### src/include/trib_rx_pkg.sv
// Purpose: Shared constants and carriers for the tributary receive front end.
// Assumes: One system clock pclk at 20 MHz; all line pins are asynchronous to it.
// Notes:   Register indices are word indices; the byte address is four times the index.
//
// Behaviour
// RULE1 - Seven independent receive channels, each with its own clock, sync and data pins.
// RULE2 - Far end supplies a nominal 1.544 MHz line clock in asynchronous mapping.
// RULE3 - One global edge-select bit, bit 6 of global control, picks every active edge.
// RULE4 - Mapping mode 10 turns the channel line clock pin into an output from slip timing.
// RULE5 - Sync pin carries 3.0 ms multiframe sync, inbound normally, outbound in mode 10.
// RULE6 - Edge-select 0 samples the sync input on the falling line clock edge.
// RULE7 - Mapping mode 10 drives the sync pin as an output derived from slip timing.
// RULE8 - Edge-select 0 samples positive rail or NRZ data on the falling edge.
// RULE9 - NRZ polarity bit 4 set makes a low data level read as logic one.
// RULE10 - Edge-select 0 samples the negative rail on the falling edge.
// RULE11 - Negative rail used as violation input is counted on the selected edge.
// RULE12 - Edge-select 1 samples all sync and data inputs on the rising edge instead.
package trib_rx_pkg;

    // ****************************************************************
    // Register map
    // ****************************************************************
    localparam logic [9:0]  GLOBAL_CTRL_IDX    = 10'h007;
    localparam logic [9:0]  CHAN_CTRL_IDX_BASE = 10'h020;
    localparam logic [9:0]  CHAN_STAT_IDX_BASE = 10'h030;
    localparam int          EDGE_SEL_BIT       = 6;
    localparam int          NRZ_POL_BIT        = 4;
    localparam int          MODE_LSB           = 0;
    localparam int          NRZ_MODE_BIT       = 2;
    localparam int          CV_EN_BIT          = 3;
    localparam int          STAT_DATA_BIT      = 16;
    localparam int          STAT_SYNC_BIT      = 17;
    localparam logic [1:0]  MODE_RESET         = 2'h0;
    localparam logic [31:0] UNMAPPED_READ      = 32'h0000_0000;

    // ****************************************************************
    // Timing
    // ****************************************************************
    localparam int          MF_SYNC_US         = 3000;
    localparam int          LINE_RATE_KHZ      = 1544;
    localparam int          MF_LINE_BITS       = MF_SYNC_US * LINE_RATE_KHZ / 1000;
    localparam int          MF_CNT_W           = 13;
    localparam int          CV_CNT_W           = 16;

    typedef enum logic [1:0] {
        MAP_ASYNC      = 2'h0,
        MAP_BYTE_SYNC  = 2'h1,
        MAP_SLIP_BUF   = 2'h2,
        MAP_SPARE      = 2'h3
    } map_mode_e;

    typedef struct packed {
        logic [1:0]          s_lclk;
        logic [1:0]          s_lo;
        logic [1:0]          s_pos;
        logic [1:0]          s_neg;
        logic [1:0]          s_sync;
        logic                lclk_d;
        logic                lo_d;
        logic [MF_CNT_W-1:0] mf_cnt;
        logic                data;
        logic                neg;
        logic                sync;
        logic                valid;
        logic [CV_CNT_W-1:0] cv;
        logic                clk_out;
        logic                clk_oe_n;
        logic                sync_out;
        logic                sync_oe_n;
    } chan_state_s;

    typedef struct packed {
        logic                edge_sel;
        logic                nrz_pol;
    } global_cfg_s;

    typedef struct packed {
        logic [1:0]          mode;
        logic                nrz_mode;
        logic                cv_en;
    } chan_cfg_s;

endpackage

### src/rtl/trib_rx_chan.sv
// Purpose: One tributary receive channel: pin synchronisers, edge pick, sampling, slip outputs.
// Assumes: Line pins are asynchronous to pclk and slower than a quarter of it.
// Notes:   All state lives in one packed struct registered once per clock.
`timescale 1ns/1ps
module trib_rx_chan
    import trib_rx_pkg::*;
(
    input  wire logic                pclk,
    input  wire logic                presetn,
    input  wire global_cfg_s         gcfg,
    input  wire chan_cfg_s           ccfg,
    input  wire logic                cv_clear,
    input  wire logic                lclk_pin,
    input  wire logic                lo_pin,
    input  wire logic                pos_pin,
    input  wire logic                neg_pin,
    input  wire logic                sync_pin,
    output chan_state_s              st
);

    chan_state_s q;
    chan_state_s next_q;
    logic        slip;
    logic        clk_now;
    logic        clk_prev;
    logic        hit;
    logic        lo_rise;
    logic        cv_hit;

    // ****************************************************************
    // Sampling logic
    // ****************************************************************
    always_comb begin
        next_q        = q;
        next_q.s_lclk = {q.s_lclk[0], lclk_pin};
        next_q.s_lo   = {q.s_lo[0], lo_pin};
        next_q.s_pos  = {q.s_pos[0], pos_pin};
        next_q.s_neg  = {q.s_neg[0], neg_pin};
        next_q.s_sync = {q.s_sync[0], sync_pin};
        next_q.lclk_d = q.s_lclk[1];
        next_q.lo_d   = q.s_lo[1];
        slip          = (ccfg.mode == MAP_SLIP_BUF);
        // In slip mode the channel runs on the timing it drives out itself.
        clk_now       = slip ? q.s_lo[1] : q.s_lclk[1];
        clk_prev      = slip ? q.lo_d : q.lclk_d;
        hit           = gcfg.edge_sel ? (clk_now & ~clk_prev)
                                      : (~clk_now & clk_prev); // [RULE3] [RULE12]
        lo_rise       = q.s_lo[1] & ~q.lo_d;
        cv_hit        = hit & ccfg.cv_en & q.s_neg[1];
        next_q.valid  = hit;
        if (hit) begin
            next_q.data = ccfg.nrz_mode ? (q.s_pos[1] ^ gcfg.nrz_pol)
                                        : q.s_pos[1]; // [RULE8] [RULE9]
            next_q.neg  = q.s_neg[1]; // [RULE10]
            next_q.sync = slip ? q.sync_out : q.s_sync[1]; // [RULE6] [RULE5]
        end
        // A violation landing on the clearing read is kept, not lost.
        if (cv_clear) begin
            next_q.cv = cv_hit ? CV_CNT_W'(1) : '0; // [RULE11]
        end else if (cv_hit && (q.cv != {CV_CNT_W{1'b1}})) begin
            next_q.cv = q.cv + CV_CNT_W'(1); // [RULE11]
        end
        if (!slip) begin
            next_q.mf_cnt   = '0;
            next_q.sync_out = 1'b0;
        end else if (lo_rise) begin
            if (q.mf_cnt == MF_CNT_W'(MF_LINE_BITS - 1)) begin
                next_q.mf_cnt   = '0;
                next_q.sync_out = 1'b1; // [RULE7] [RULE5]
            end else begin
                next_q.mf_cnt   = q.mf_cnt + MF_CNT_W'(1);
                next_q.sync_out = 1'b0;
            end
        end
        next_q.clk_out   = slip & q.s_lo[1]; // [RULE4]
        next_q.clk_oe_n  = ~slip; // [RULE4]
        next_q.sync_oe_n = ~slip; // [RULE7]
    end

    always_ff @(posedge pclk or negedge presetn) begin
        if (!presetn) begin
            q           <= '0;
            q.clk_oe_n  <= 1'b1;
            q.sync_oe_n <= 1'b1;
        end else begin
            q <= next_q;
        end
    end

    assign st = q;
endmodule

### src/rtl/trib_rx_front.sv
// Purpose: Seven-channel tributary receive front end with an APB register slave.
// Assumes: APB master per the published protocol; all line pins asynchronous to pclk.
// Notes:   Every APB answer takes exactly one wait state.
//
// Added by the designer: register access over APB and the placing of the registers.
`timescale 1ns/1ps
module trib_rx_front
    import trib_rx_pkg::*;
#(
    parameter int NUM_CHANNELS = 7
)(
    input  wire logic                    pclk,
    input  wire logic                    presetn,
    input  wire logic [11:0]             paddr,
    input  wire logic                    psel,
    input  wire logic                    penable,
    input  wire logic                    pwrite,
    input  wire logic [31:0]             pwdata,
    output logic                         pready,
    output logic [31:0]                  prdata,
    output logic                         pslverr,
    input  wire logic                    slip_buffer_timing_pin,
    input  wire logic [NUM_CHANNELS-1:0] line_rx_clock_in,
    output logic [NUM_CHANNELS-1:0]      line_rx_clock_out,
    output logic [NUM_CHANNELS-1:0]      line_rx_clock_oe_n,
    input  wire logic [NUM_CHANNELS-1:0] rx_multiframe_sync_in,
    output logic [NUM_CHANNELS-1:0]      rx_multiframe_sync_out,
    output logic [NUM_CHANNELS-1:0]      rx_multiframe_sync_oe_n,
    input  wire logic [NUM_CHANNELS-1:0] rx_data_positive_rail,
    input  wire logic [NUM_CHANNELS-1:0] rx_data_negative_rail,
    output logic [NUM_CHANNELS-1:0]      rx_bit,
    output logic [NUM_CHANNELS-1:0]      rx_neg_bit,
    output logic [NUM_CHANNELS-1:0]      rx_sync_bit,
    output logic [NUM_CHANNELS-1:0]      rx_bit_valid
);

    if (NUM_CHANNELS < 1 || NUM_CHANNELS > 16) begin : g_bad_channels
        $error("NUM_CHANNELS must be 1 to 16");
    end

    typedef struct packed {
        global_cfg_s                    gcfg;
        chan_cfg_s [NUM_CHANNELS-1:0]   ccfg;
        logic                           pready;
        logic                           pslverr;
        logic [31:0]                    prdata;
    } regs_s;

    regs_s                          q;
    regs_s                          next_q;
    chan_state_s [NUM_CHANNELS-1:0] ch;
    logic [NUM_CHANNELS-1:0]        cv_clear;
    logic [9:0]                     idx;
    logic                           access;
    logic                           done;
    logic                           hit_any;
    logic [31:0]                    rd;

    assign idx    = paddr[11:2];
    assign access = psel & penable;
    assign done   = access & q.pready;

    // ****************************************************************
    // Register slave
    // ****************************************************************
    always_comb begin
        next_q   = q;
        cv_clear = '0;
        hit_any  = 1'b0;
        rd       = UNMAPPED_READ;
        if (idx == GLOBAL_CTRL_IDX) begin
            hit_any                = 1'b1;
            rd[EDGE_SEL_BIT]       = q.gcfg.edge_sel;
            rd[NRZ_POL_BIT]        = q.gcfg.nrz_pol;
        end
        for (int i = 0; i < NUM_CHANNELS; i++) begin
            if (idx == CHAN_CTRL_IDX_BASE + 10'(i)) begin
                hit_any                     = 1'b1;
                rd[MODE_LSB +: 2]           = q.ccfg[i].mode;
                rd[NRZ_MODE_BIT]            = q.ccfg[i].nrz_mode;
                rd[CV_EN_BIT]               = q.ccfg[i].cv_en;
            end
            if (idx == CHAN_STAT_IDX_BASE + 10'(i)) begin
                hit_any                     = 1'b1;
                rd[CV_CNT_W-1:0]            = ch[i].cv;
                rd[STAT_DATA_BIT]           = ch[i].data;
                rd[STAT_SYNC_BIT]           = ch[i].sync;
                // Reading the status word restarts the violation count.
                cv_clear[i]                 = done & ~pwrite;
            end
        end
        next_q.pready = access & ~q.pready;
        if (access && !q.pready) begin
            next_q.pslverr = ~hit_any;
            next_q.prdata  = pwrite ? UNMAPPED_READ : rd;
        end else if (done) begin
            next_q.pslverr = 1'b0;
            next_q.prdata  = UNMAPPED_READ;
        end
        if (done && pwrite) begin
            if (idx == GLOBAL_CTRL_IDX) begin
                next_q.gcfg.edge_sel = pwdata[EDGE_SEL_BIT]; // [RULE3]
                next_q.gcfg.nrz_pol  = pwdata[NRZ_POL_BIT]; // [RULE9]
            end
            for (int i = 0; i < NUM_CHANNELS; i++) begin
                if (idx == CHAN_CTRL_IDX_BASE + 10'(i)) begin
                    next_q.ccfg[i].mode     = pwdata[MODE_LSB +: 2]; // [RULE4] [RULE7]
                    next_q.ccfg[i].nrz_mode = pwdata[NRZ_MODE_BIT];
                    next_q.ccfg[i].cv_en    = pwdata[CV_EN_BIT]; // [RULE11]
                end
            end
        end
    end

    always_ff @(posedge pclk or negedge presetn) begin
        if (!presetn) begin
            q <= '0;
        end else begin
            q <= next_q;
        end
    end

    assign pready  = q.pready;
    assign pslverr = q.pslverr;
    assign prdata  = q.prdata;

    // ****************************************************************
    // Channels
    // ****************************************************************
    for (genvar n = 0; n < NUM_CHANNELS; n++) begin : g_chan // [RULE1]
        trib_rx_chan u_chan (
            .pclk     (pclk),
            .presetn  (presetn),
            .gcfg     (q.gcfg),
            .ccfg     (q.ccfg[n]),
            .cv_clear (cv_clear[n]),
            .lclk_pin (line_rx_clock_in[n]),
            .lo_pin   (slip_buffer_timing_pin),
            .pos_pin  (rx_data_positive_rail[n]),
            .neg_pin  (rx_data_negative_rail[n]),
            .sync_pin (rx_multiframe_sync_in[n]),
            .st       (ch[n])
        );
        assign line_rx_clock_out[n]       = ch[n].clk_out;
        assign line_rx_clock_oe_n[n]      = ch[n].clk_oe_n;
        assign rx_multiframe_sync_out[n]  = ch[n].sync_out;
        assign rx_multiframe_sync_oe_n[n] = ch[n].sync_oe_n;
        assign rx_bit[n]                  = ch[n].data;
        assign rx_neg_bit[n]              = ch[n].neg;
        assign rx_sync_bit[n]             = ch[n].sync;
        assign rx_bit_valid[n]            = ch[n].valid;
    end
endmodule

### config.mk
export PLATFORM = sky130hd
export DESIGN_NAME = trib_rx_front
export DESIGN_NICKNAME = d
export VERILOG_FILES = /design/src/include/trib_rx_pkg.sv /design/src/rtl/trib_rx_chan.sv /design/src/rtl/trib_rx_front.sv
export SDC_FILE = /design/constraint.sdc
export NUM_CORES = 1
export LEC_CHECK = 0
export BUFFER_PORTS_ARGS = -buffer_cell sky130_fd_sc_hd__buf_2
export CAP_MARGIN = 20
export CORE_ASPECT_RATIO = 1.1
export CORE_MARGIN = 2
export CORE_UTILIZATION = 45
export CTS_CLUSTER_DIAMETER = 120
export CTS_CLUSTER_SIZE = 16
export DETAILED_ROUTE_END_ITERATION = 8
export GPL_TIMING_DRIVEN = 1
export HOLD_SLACK_MARGIN = 0.03
export PLACE_DENSITY_LB_ADDON = 0.15
export SLEW_MARGIN = 15
export SYNTH_ARGS = -nofsm -noshare
export SYNTH_HDL_FRONTEND = slang
export SYNTH_SLANG_ARGS = --single-unit
export TNS_END_PERCENT = 10
### constraint.sdc
create_clock -name pclk -period 7.4 [get_ports pclk]
set_input_delay 0.74 -clock pclk [delete_from_list [all_inputs] [get_ports pclk]]
set_output_delay 0.74 -clock pclk [all_outputs]
set_load 0.05 [all_outputs]
==> results of run 1 <==
-- registers in the layout, indices dropped and copies added, names as in the netlist --
name,cells
prdata,18
pready,1
g_chan.u_chan.st,318
pslverr,1
q,30
-- layout by cell type, fill, tap and decap left out, types with 21 or more instances in the layout --
master     netlist  layout
dfrtp_1        361     361
nand2_1        208     208
nor2_1         163     163
o21ai_0        136     136
buf_2            5     124
nand3_1         68      68
xnor2_1         65      65
nand4_1         63      63
a21oi_1         62      62
nor3_1          59      58
nor4_1          42      41
xor2_1          38      38
mux2_2          35      35
or3_1           34      34
inv_1           27      27
clkbuf_16        0      27
and3_1          25      25
nand2b_1        24      24
nor2b_1         22      21
-- per-stage QoR --
| step | cells | setup slack (ns) |
|---|---|---|
| 2_1_floorplan | 1911 | 4.770 |
| 3_3_place_gp | 2432 | 3.863 |
| 3_5_place_dp | 2433 | 3.840 |
| 4_1_cts | 2479 | 4.037 |
| 5_1_grt | 2480 | 3.907 |
| 6_report | 2480 | 4.047 |
-- cell families after synthesis --
logic type                 count (synthesis)
and+or+nand+nor                          820
DFF                                      368
muxes                                     72
buffers and inverters                    175
AOI/OAI and AO/OA                        345
other                                      1
adders and majority gates                 14
xor gates and xnor gates                 103
-- metal layers --
| metal | track usage (%) | wire length [microns] | up-vias |
|---|---|---|---|
| met1 | 31.18 | 21460 | 7159 |
| met5 | 0 | 32 | - |
| met4 | 10.48 | 2164 | 4 |
| met2 | 35.88 | 22120 | 388 |
| met3 | 2.479 | 2115 | 101 |
| li1 | - | - | 6890 |
-- power by group through the flow --
stage / combinational (mW) / clock [mW] / sequential [mW]
floorplan: 0.194 / 0 / 2.11
global placement: 0.283 / 0 / 2.11
detailed placement: 0.285 / 0 / 2.11
CTS: 0.285 / 1.43 / 2.07
global route: 0.304 / 1.51 / 2.08
finish: 0.280 / 1.38 / 2.07
-- path summary, 6_finish.rpt --
kind                                          startpoint                       to  slack, ns
worst min register to register   g_chan[2].u_chan.st[41]  g_chan[2].u_chan.st[42]       0.35
worst max register to register   g_chan[0].u_chan.st[37]  g_chan[1].u_chan.st[18]       4.05
worst min-delay path                             presetn  g_chan[0].u_chan.st[20]       0.17
worst max-delay path             g_chan[0].u_chan.st[37]  g_chan[1].u_chan.st[18]       4.05
max in group asynchronous                        presetn  g_chan[5].u_chan.st[47]       5.71
min in group pclk               rx_data_negative_rail[0]  g_chan[0].u_chan.st[41]       0.28
-- cell type report --
cell class              instances  area [sq um]
clock buffers                  46         747.0
repair buffers                147         810.8
fillers                      3840         20900
multi-input cells            1368          8551
well taps                     520         650.6
flip-flops and latches        368          9218
inverters                      31         116.4
==> flow_summary.yaml, run 1 <==
status:
  status: "complete, no violations"
timing:
  hold_viol: 0
  rsz0062_at_grt: "false"
  post-route-period-util_pct: 45.31
  skew_ns: 0.02139
  tns_ns: 0
  slew_headroom_pct: 31.75
  max_freq_ghz: 0.2982
  setup_viol: 0
  slew_viol_final: 0
  period_needed_ns: 3.353
  tightest_slew_ns: 1.020
  whs_ns: 0.1704
finish:
  area_delta_synth_final_pct: 7.952
  utilization_pct: 49.02
  fin_area_sq_um: 20090
  antenna_cells: 0
  nets: 2034
  drive_gt1_share_pct: 13.06
yosys:
  synth.distinct_cells: 73
  seq_area_frac_synth_pct: 49.52
  synth_edf_count: 0
  synth.top_cell.area_share_pct: 48.53
  synth-adder-area-share_pct: 0.9411
  synth_top_family_by_area: "simple AND/OR/NAND/NOR gates"
  synth-xor-area-share_pct: 4.847
  yosysMostFrequentCell: "dfrtp_1"
  ys_ff_latch: 368
  yosys_warnings: 0
  synth_area_leaders: "dfrtp_1 (49%), nand2_1 (4.2%), o21ai_0 (3.7%)"
  synth_commonest_cells: "dfrtp_1 (361), nand2_1 (208), nor2_1 (163)"
  synth_compound_area_share_pct: 11.56
  synth_top_area_cell: "dfrtp_1"
  async_reset_ff_share_pct: 100.0
  syn_area_sq_um: 18610
  synth-simple-area-share_pct: 22.86
  avgSynthCellArea_sq_um: 9.807
  synthFlopType: "dfrtp_1"
  synthMuxAreaShare_pct: 5.270
  syn_inst: 1898
min_path:
  hp-class: "in -> async"
critical_path:
  crit_family: "simple AND/OR/NAND/NOR gates"
  crit_chain: "nand2b_1 > buf_4 > mux4_1 > or4_1 > or3_1 > a21oi_1"
  cp-start-kind: "flip-flop"
  crit_type: "reg -> reg"
  reg2reg_depth: 6
  arrival_ns: 3.84
  cp_num_cells: 6
  crit_slowest_cell: "mux4_1"
  end_kind: "flip-flop"
  path_buf_inv: 1
  slowest_delay_ns: 0.82
  required_ns: 7.89
  critPathMaxFanout: 24
power_and_ir_drop:
  pwr-share-seq_pct: 55.5
  powerDensity_nw_per_um2: 185.8
  totalPowerFinal_mw: 3.733
  power.share.combinational_pct: 7.5
  p_switching_uw: 938.7
  internal-power_mw: 2.794
  p_leak_nw: 8.308
  pwr-share-clk_pct: 37.0
  switching_share_pct: 25.15
  irDropWorstVdd_mv: 0.1675
place:
  gp_congestion: 0.8791
  portBuffers: 125
  dp_hpwl_microns: 34250
  placed_area_sq_um: 19340
global_routing:
  overflow: 0
  antenna_found_initial: 2
  grtUsageTotal_pct: 22.60
  grt_pass1_vias: 13960
  grt_start_max_net_pins: 175
  grt_pass1_wl_microns: 77090
clock_network:
  post-cts-setup-buffers: 0
  ctsLongestPathBuffers: 3
  cts_tree: "done"
  cts_hold_buf: 0
  cts_made_buffers: 26
  root_buffer: "clkbuf_16"
  numClockSinks: 368
  htree_levels: 1
  postCtsResizedCells: 0
  clkLatencyLatePin_ns: 0.57
  clkTransAtPathRegs_ns: 0.08
routing:
  drtIter0Drc: 952
  antenna_left: 0
  routed_wl_microns: 47890
  via_per_inst: 5.864
  via_count: 14540
  dr.pass1.iters: 6
  route.detailed.drc: 0
  wire_per_inst_microns: 19.31
die:
  dieArea_sq_um: 43010
  die_x_microns: 197.9
  num_io_pins: 168
  rows: 78
  initial_core_util_pct: 45.41
  core_sq_um: 40990
  die_y_microns: 217.3
run:
  maxCapViolations: 0
No activity file was read; power rests on OpenSTA's default activity.
==> run 2: changes to the inputs <==
==> constraint.sdc (replaced) <==
create_clock -name pclk -period 3.45 [get_ports pclk]
set_input_delay 0.345 -clock pclk [delete_from_list [all_inputs] [get_ports pclk]]
set_output_delay 0.345 -clock pclk [all_outputs]
set_load 0.05 [all_outputs]
==> run 2 against run 1 <==
Compared with the run above:
- non-clock buffer count is 63 higher
- first-iteration DRC count is 5.3% lower
- combinational power is 130% higher
- final cell count is 2.7% higher
- clock power is 120% higher
- register-to-register slack worse by 3.3 ns
- setup slack worse by 3.3 ns
- flip-flop and latch count stayed put
- via count is 1.1% higher
- die area stayed put
- final area is 3.0% higher
- sequential power is 110% higher
- critical endpoint is now g_chan[1].u_chan.st[15]
- largest cell class unchanged
- highest routed layer unchanged
==> flow_summary.yaml, run 2 (synthesized netlist as in run 1, its figures left out) <==
routing:
  wire_per_inst_microns: 19.37
  antenna_left: 0
  via_per_inst: 5.776
  routed_wl_microns: 49310
  dr.pass1.iters: 5
  via_count: 14710
  route.detailed.drc: 0
  drtIter0Drc: 902
global_routing:
  antenna_found_initial: 3
  grt_pass1_vias: 14270
  grt_start_max_net_pins: 78
  overflow: 0
  grt_pass1_wl_microns: 79780
  grtUsageTotal_pct: 23.40
power_and_ir_drop:
  p_leak_nw: 8.608
  irDropWorstVdd_mv: 0.4136
  powerDensity_nw_per_um2: 390.0
  totalPowerFinal_mw: 8.068
critical_path:
  end_kind: "flip-flop"
  critPathMaxFanout: 11
  r2r_start: "g_chan[0].u_chan.st[46]"
  reg2reg_depth: 7
  reg2reg_to: "g_chan[1].u_chan.st[15]"
  slowest_delay_ns: 0.65
  crit_chain: "nand2b_1 > mux4_1 > buf_4 > inv_2 > nand4_1 > or4_1 > nand2_1"
  rrSetupSlack_ns: 0.74
  crit_type: "reg -> reg"
  required_ns: 3.96
  cp-start-kind: "flip-flop"
  crit_slowest_cell: "mux4_1"
  arrival_ns: 3.22
timing:
  rsz0062_at_grt: "false"
  setup_viol: 0
  tightest_slew_ns: 0.8820
  max_freq_ghz: 0.3686
  slew_viol_final: 0
  post-route-period-util_pct: 78.64
  period_needed_ns: 2.713
  slew_headroom_pct: 40.71
  tns_ns: 0
  hold_viol: 0
  skew_ns: 0.02268
die:
  rows: 78
  dieArea_sq_um: 43010
  num_io_pins: 168
  die_y_microns: 217.3
  core_sq_um: 40990
  die_x_microns: 197.9
  initial_core_util_pct: 45.41
finish:
  area_delta_synth_final_pct: 11.15
  utilization_pct: 50.47
  layout_common_cells: "dfrtp_1 (361), nand2_1 (208), nor2_1 (163)"
  largest_reg_flops: 318
  drive_gt1_share_pct: 14.19
  layout.cells.most_common: "dfrtp_1"
  nets: 2097
clock_network:
  cts_made_buffers: 26
  cts_tree: "done"
  clkLatencyLatePin_ns: 0.58
  postCtsResizedCells: 0
  clkTransAtPathRegs_ns: 0.08
  htree_levels: 1
  ctsLongestPathBuffers: 3
  root_buffer: "clkbuf_16"
  numClockSinks: 368
place:
  dp_hpwl_microns: 35780
  portBuffers: 125
  gp_congestion: 0.8943
min_path:
  hold_start: "pwdata[0]"
  hold_depth: 2
  hp-class: "in -> reg"
  worstHoldEndpoint: "q[40]"
run:
  maxCapViolations: 0
status:
  status: "complete, no violations"
[run 2: cell count changes in the layout (fill, tap and decap cells not counted)]
cell           delta
buf_1             -1
buf_12            +3
buf_4            +31
buf_6             -1
clkbuf_2          -1
diode_2           +3
dlygate4sd3_1    +32
nor3_1            +1
nor3_2            -1
[run 2: per-stage QoR]
step           instances  hold slack [ns]  setup slack [ns]  area (sq um)
3_5_place_dp        2465           0.3355            0.7201         19610
5_1_grt             2544           0.1660            0.5292         20680
3_3_place_gp        2465           0.3327            0.7660         19610
6_report            2546           0.1722            0.7371         20690
2_1_floorplan       1911          0.04941             1.071         18660
4_1_cts             2543           0.1609            0.7125         20680
[run 2: power by group]
part	total (mW)	internal, mW	switching [mW]
clock network	2.97	1.46	1.51
logic	0.650	0.178	0.471
registers	4.45	4.39	0.0557
[run 2: worst max-delay path: cells and delay by family (launching register included)]
kind,cells,cell delay (ns)
mux,1,0.65
flops,1,0.43
buf+inv,2,0.33
simple gates,4,1.24
[run 2: per-layer routing]
layer / wire length [microns] / up-vias / track usage (%)
met5: 25 / - / 0
met4: 1310 / 4 / 7.444
met3: 2060 / 75 / 2.727
met2: 23960 / 341 / 39.07
met1: 21950 / 7264 / 31.90
li1: - / 7021 / -
[run 2: repair_timing]
action | 4_1_cts | 5_1_grt
setup buffers | 0 | 0
hold buffers | 32 | 0
hold endpoints to repair | 100 | 0
[run 2: worst max-delay path by stage]
stage,to,cells past startpoint,start
floorplan,g_chan[4].u_chan.st[19],6,g_chan[0].u_chan.st[46]
global route,g_chan[1].u_chan.st[19],7,g_chan[0].u_chan.st[46]
CTS,g_chan[1].u_chan.st[15],7,g_chan[0].u_chan.st[46]
detailed placement,g_chan[1].u_chan.st[19],7,g_chan[0].u_chan.st[46]
finish,g_chan[1].u_chan.st[15],7,g_chan[0].u_chan.st[46]
global placement,g_chan[1].u_chan.st[19],7,g_chan[0].u_chan.st[46]
[run 2: area by class of cell]
class / instances / area [sq um]
multi-input combinational: 1368 / 8546
clock buffer: 46 / 747.0
sequential: 368 / 9218
tap: 520 / 650.6
timing repair buffer: 210 / 1404
fill: 3828 / 20300
inverter: 31 / 116.4
antenna: 3 / 7.507
==> run 3: changes to the inputs <==
==> constraint.sdc (replaced) <==
create_clock -name pclk -period 2.5 [get_ports pclk]
set_input_delay 0.25 -clock pclk [delete_from_list [all_inputs] [get_ports pclk]]
set_output_delay 0.25 -clock pclk [all_outputs]
set_load 0.05 [all_outputs]
==> run 3 against run 2 <==
Compared with the run above:
- sequential power increased by 38%
- global-route usage down 0.17 points
- die area stayed put
- worst hold slack got worse by 0.079 ns
- sequential share of layout area shrank 0.91 points
- flip-flop and latch count unchanged
- critical path depth fell by 1
- via count up 2.2%
- non-clock buffer count grew 51
- first-iteration DRC count is 26% higher
- register-to-register slack got worse by 0.61 ns
- largest power group unchanged
==> flow_summary.yaml, run 3 (synthesized netlist as in run 1, its figures left out) <==
critical_path:
  required_ns: 2.99
  crit_type: "reg -> reg"
  critPathMaxFanout: 15
  arrival_ns: 2.86
  cp-start-kind: "flip-flop"
  end_kind: "flip-flop"
power_and_ir_drop:
  irDropWorstVdd_mv: 0.4972
  powerDensity_nw_per_um2: 530.3
  totalPowerFinal_mw: 11.20
  p_leak_nw: 8.877
routing:
  route.detailed.drc: 0
  wire_per_inst_microns: 19.20
  routed_wl_microns: 49850
  drtIter0Drc: 1141
  via_per_inst: 5.787
  via_count: 15030
  antenna_left: 0
  dr.pass1.iters: 5
timing:
  tns_ns: 0
  setup_viol: 0
  post-route-period-util_pct: 94.93
  slew_headroom_pct: 47.96
  max_freq_ghz: 0.4214
  hold_viol: 0
  period_needed_ns: 2.373
  skew_ns: 0.01158
  rsz0062_at_grt: "false"
  slew_viol_final: 0
  tightest_slew_ns: 0.7778
run:
  maxCapViolations: 0
clock_network:
  numClockSinks: 368
  root_buffer: "clkbuf_16"
  clkTransAtPathRegs_ns: 0.08
  cts_tree: "done"
  ctsLongestPathBuffers: 3
  htree_levels: 1
  clkLatencyLatePin_ns: 0.56
  cts_made_buffers: 26
die:
  die_x_microns: 197.9
  dieArea_sq_um: 43010
  die_y_microns: 217.3
  rows: 78
  initial_core_util_pct: 45.41
  core_sq_um: 40990
  num_io_pins: 168
global_routing:
  grt_start_max_net_pins: 104
  grtUsageTotal_pct: 23.23
  grt_pass1_vias: 14440
  overflow: 0
  antenna_found_initial: 1
  grt_pass1_wl_microns: 78850
place:
  portBuffers: 125
  gp_congestion: 0.9121
  dp_hpwl_microns: 36360
finish:
  nets: 2148
  layout_common_cells: "dfrtp_1 (361), nand2_1 (208), nor2_1 (163)"
  drive_gt1_share_pct: 16.57
  area_delta_synth_final_pct: 13.46
  layout.cells.most_common: "dfrtp_1"
  largest_reg_flops: 318
min_path:
  hp-class: "in -> async"
status:
  status: "complete, no violations"
run 3: cell count changes in the layout (fill, tap and decap cells not counted), sizes merged:
cell	delta
buf	+51
clkbuf	+2
diode	-2
run 3: where the power goes:
part	internal (mW)	total [mW]	switching (mW)
clock network	2.03	4.12	2.09
logic	0.276	0.937	0.661
registers	6.06	6.14	0.0827
total	8.37	11.2	2.83
run 3: area by class of cell:
| cell class | count | area, sq um |
|---|---|---|
| antenna | 1 | 2.502 |
| clock buffer | 48 | 754.5 |
| fill | 3769 | 19870 |
| inverter | 31 | 116.4 |
| multi-input combinational | 1368 | 8566 |
| sequential | 368 | 9218 |
| tap | 520 | 650.6 |
| timing repair buffer | 261 | 1812 |
run 3: per-stage QoR:
step | cell area (sq um) | setup WS, ns | hold WS [ns] | utilization [%] | instances
global route | 21120 | 0.02435 | 0.07648 | 51.52 | 2596
detailed placement | 20000 | -0.01528 | 0.08992 | 48.79 | 2513
global placement | 20000 | 0.03488 | 0.08864 | 48.79 | 2513
CTS | 21080 | 0.01156 | 0.07513 | 51.42 | 2593
floorplan | 18660 | 0.1209 | -0.04559 | - | 1911
finish | 21120 | 0.1268 | 0.09314 | 51.52 | 2597
run 3: path summary, 6_finish.rpt:
| kind | endpoint | cells past startpoint | from | slack (ns) |
|---|---|---|---|---|
| setup reg to reg | g_chan[4].u_chan.st[16] | 6 | g_chan[0].u_chan.st[46] | 0.13 |
| hold reg to reg | g_chan[5].u_chan.st[42] | 0 | g_chan[5].u_chan.st[41] | 0.34 |
| max in group asynchronous | g_chan[5].u_chan.st[48] | 3 | presetn | 1.58 |
| setup / recovery | g_chan[4].u_chan.st[16] | 6 | g_chan[0].u_chan.st[46] | 0.13 |
| min in group pclk | q[39] | 2 | pwdata[2] | 0.09 |
| hold / removal | g_chan[2].u_chan.st[10] | 2 | presetn | 0.09 |
run 3: worst max-delay path, stage by stage, from the launching register on:
cell	delay (ns)
dfrtp_1	0.44
nand2b_4	0.18
mux4_2	0.53
buf_4	0.22
or3_1	0.45
or3_1	0.32
a21oi_1	0.15
run 3: repair_timing:
item	CTS	global route
setup buffers	0	3
setup endpoints to repair	4	9
gates cloned	0	0
hold buffers	32	0
hold endpoints to repair	392	0
resized for setup	1	6
pin swaps	0	1
run 3: layer usage:
layer  GRT usage, %  up-vias  share of wire, %
met5              0        -             0.030
met4          8.897        2               3.6
met3          2.929       84               4.5
met2          38.11      372                48
met1          31.50     7440                44
li1               -     7130                 -
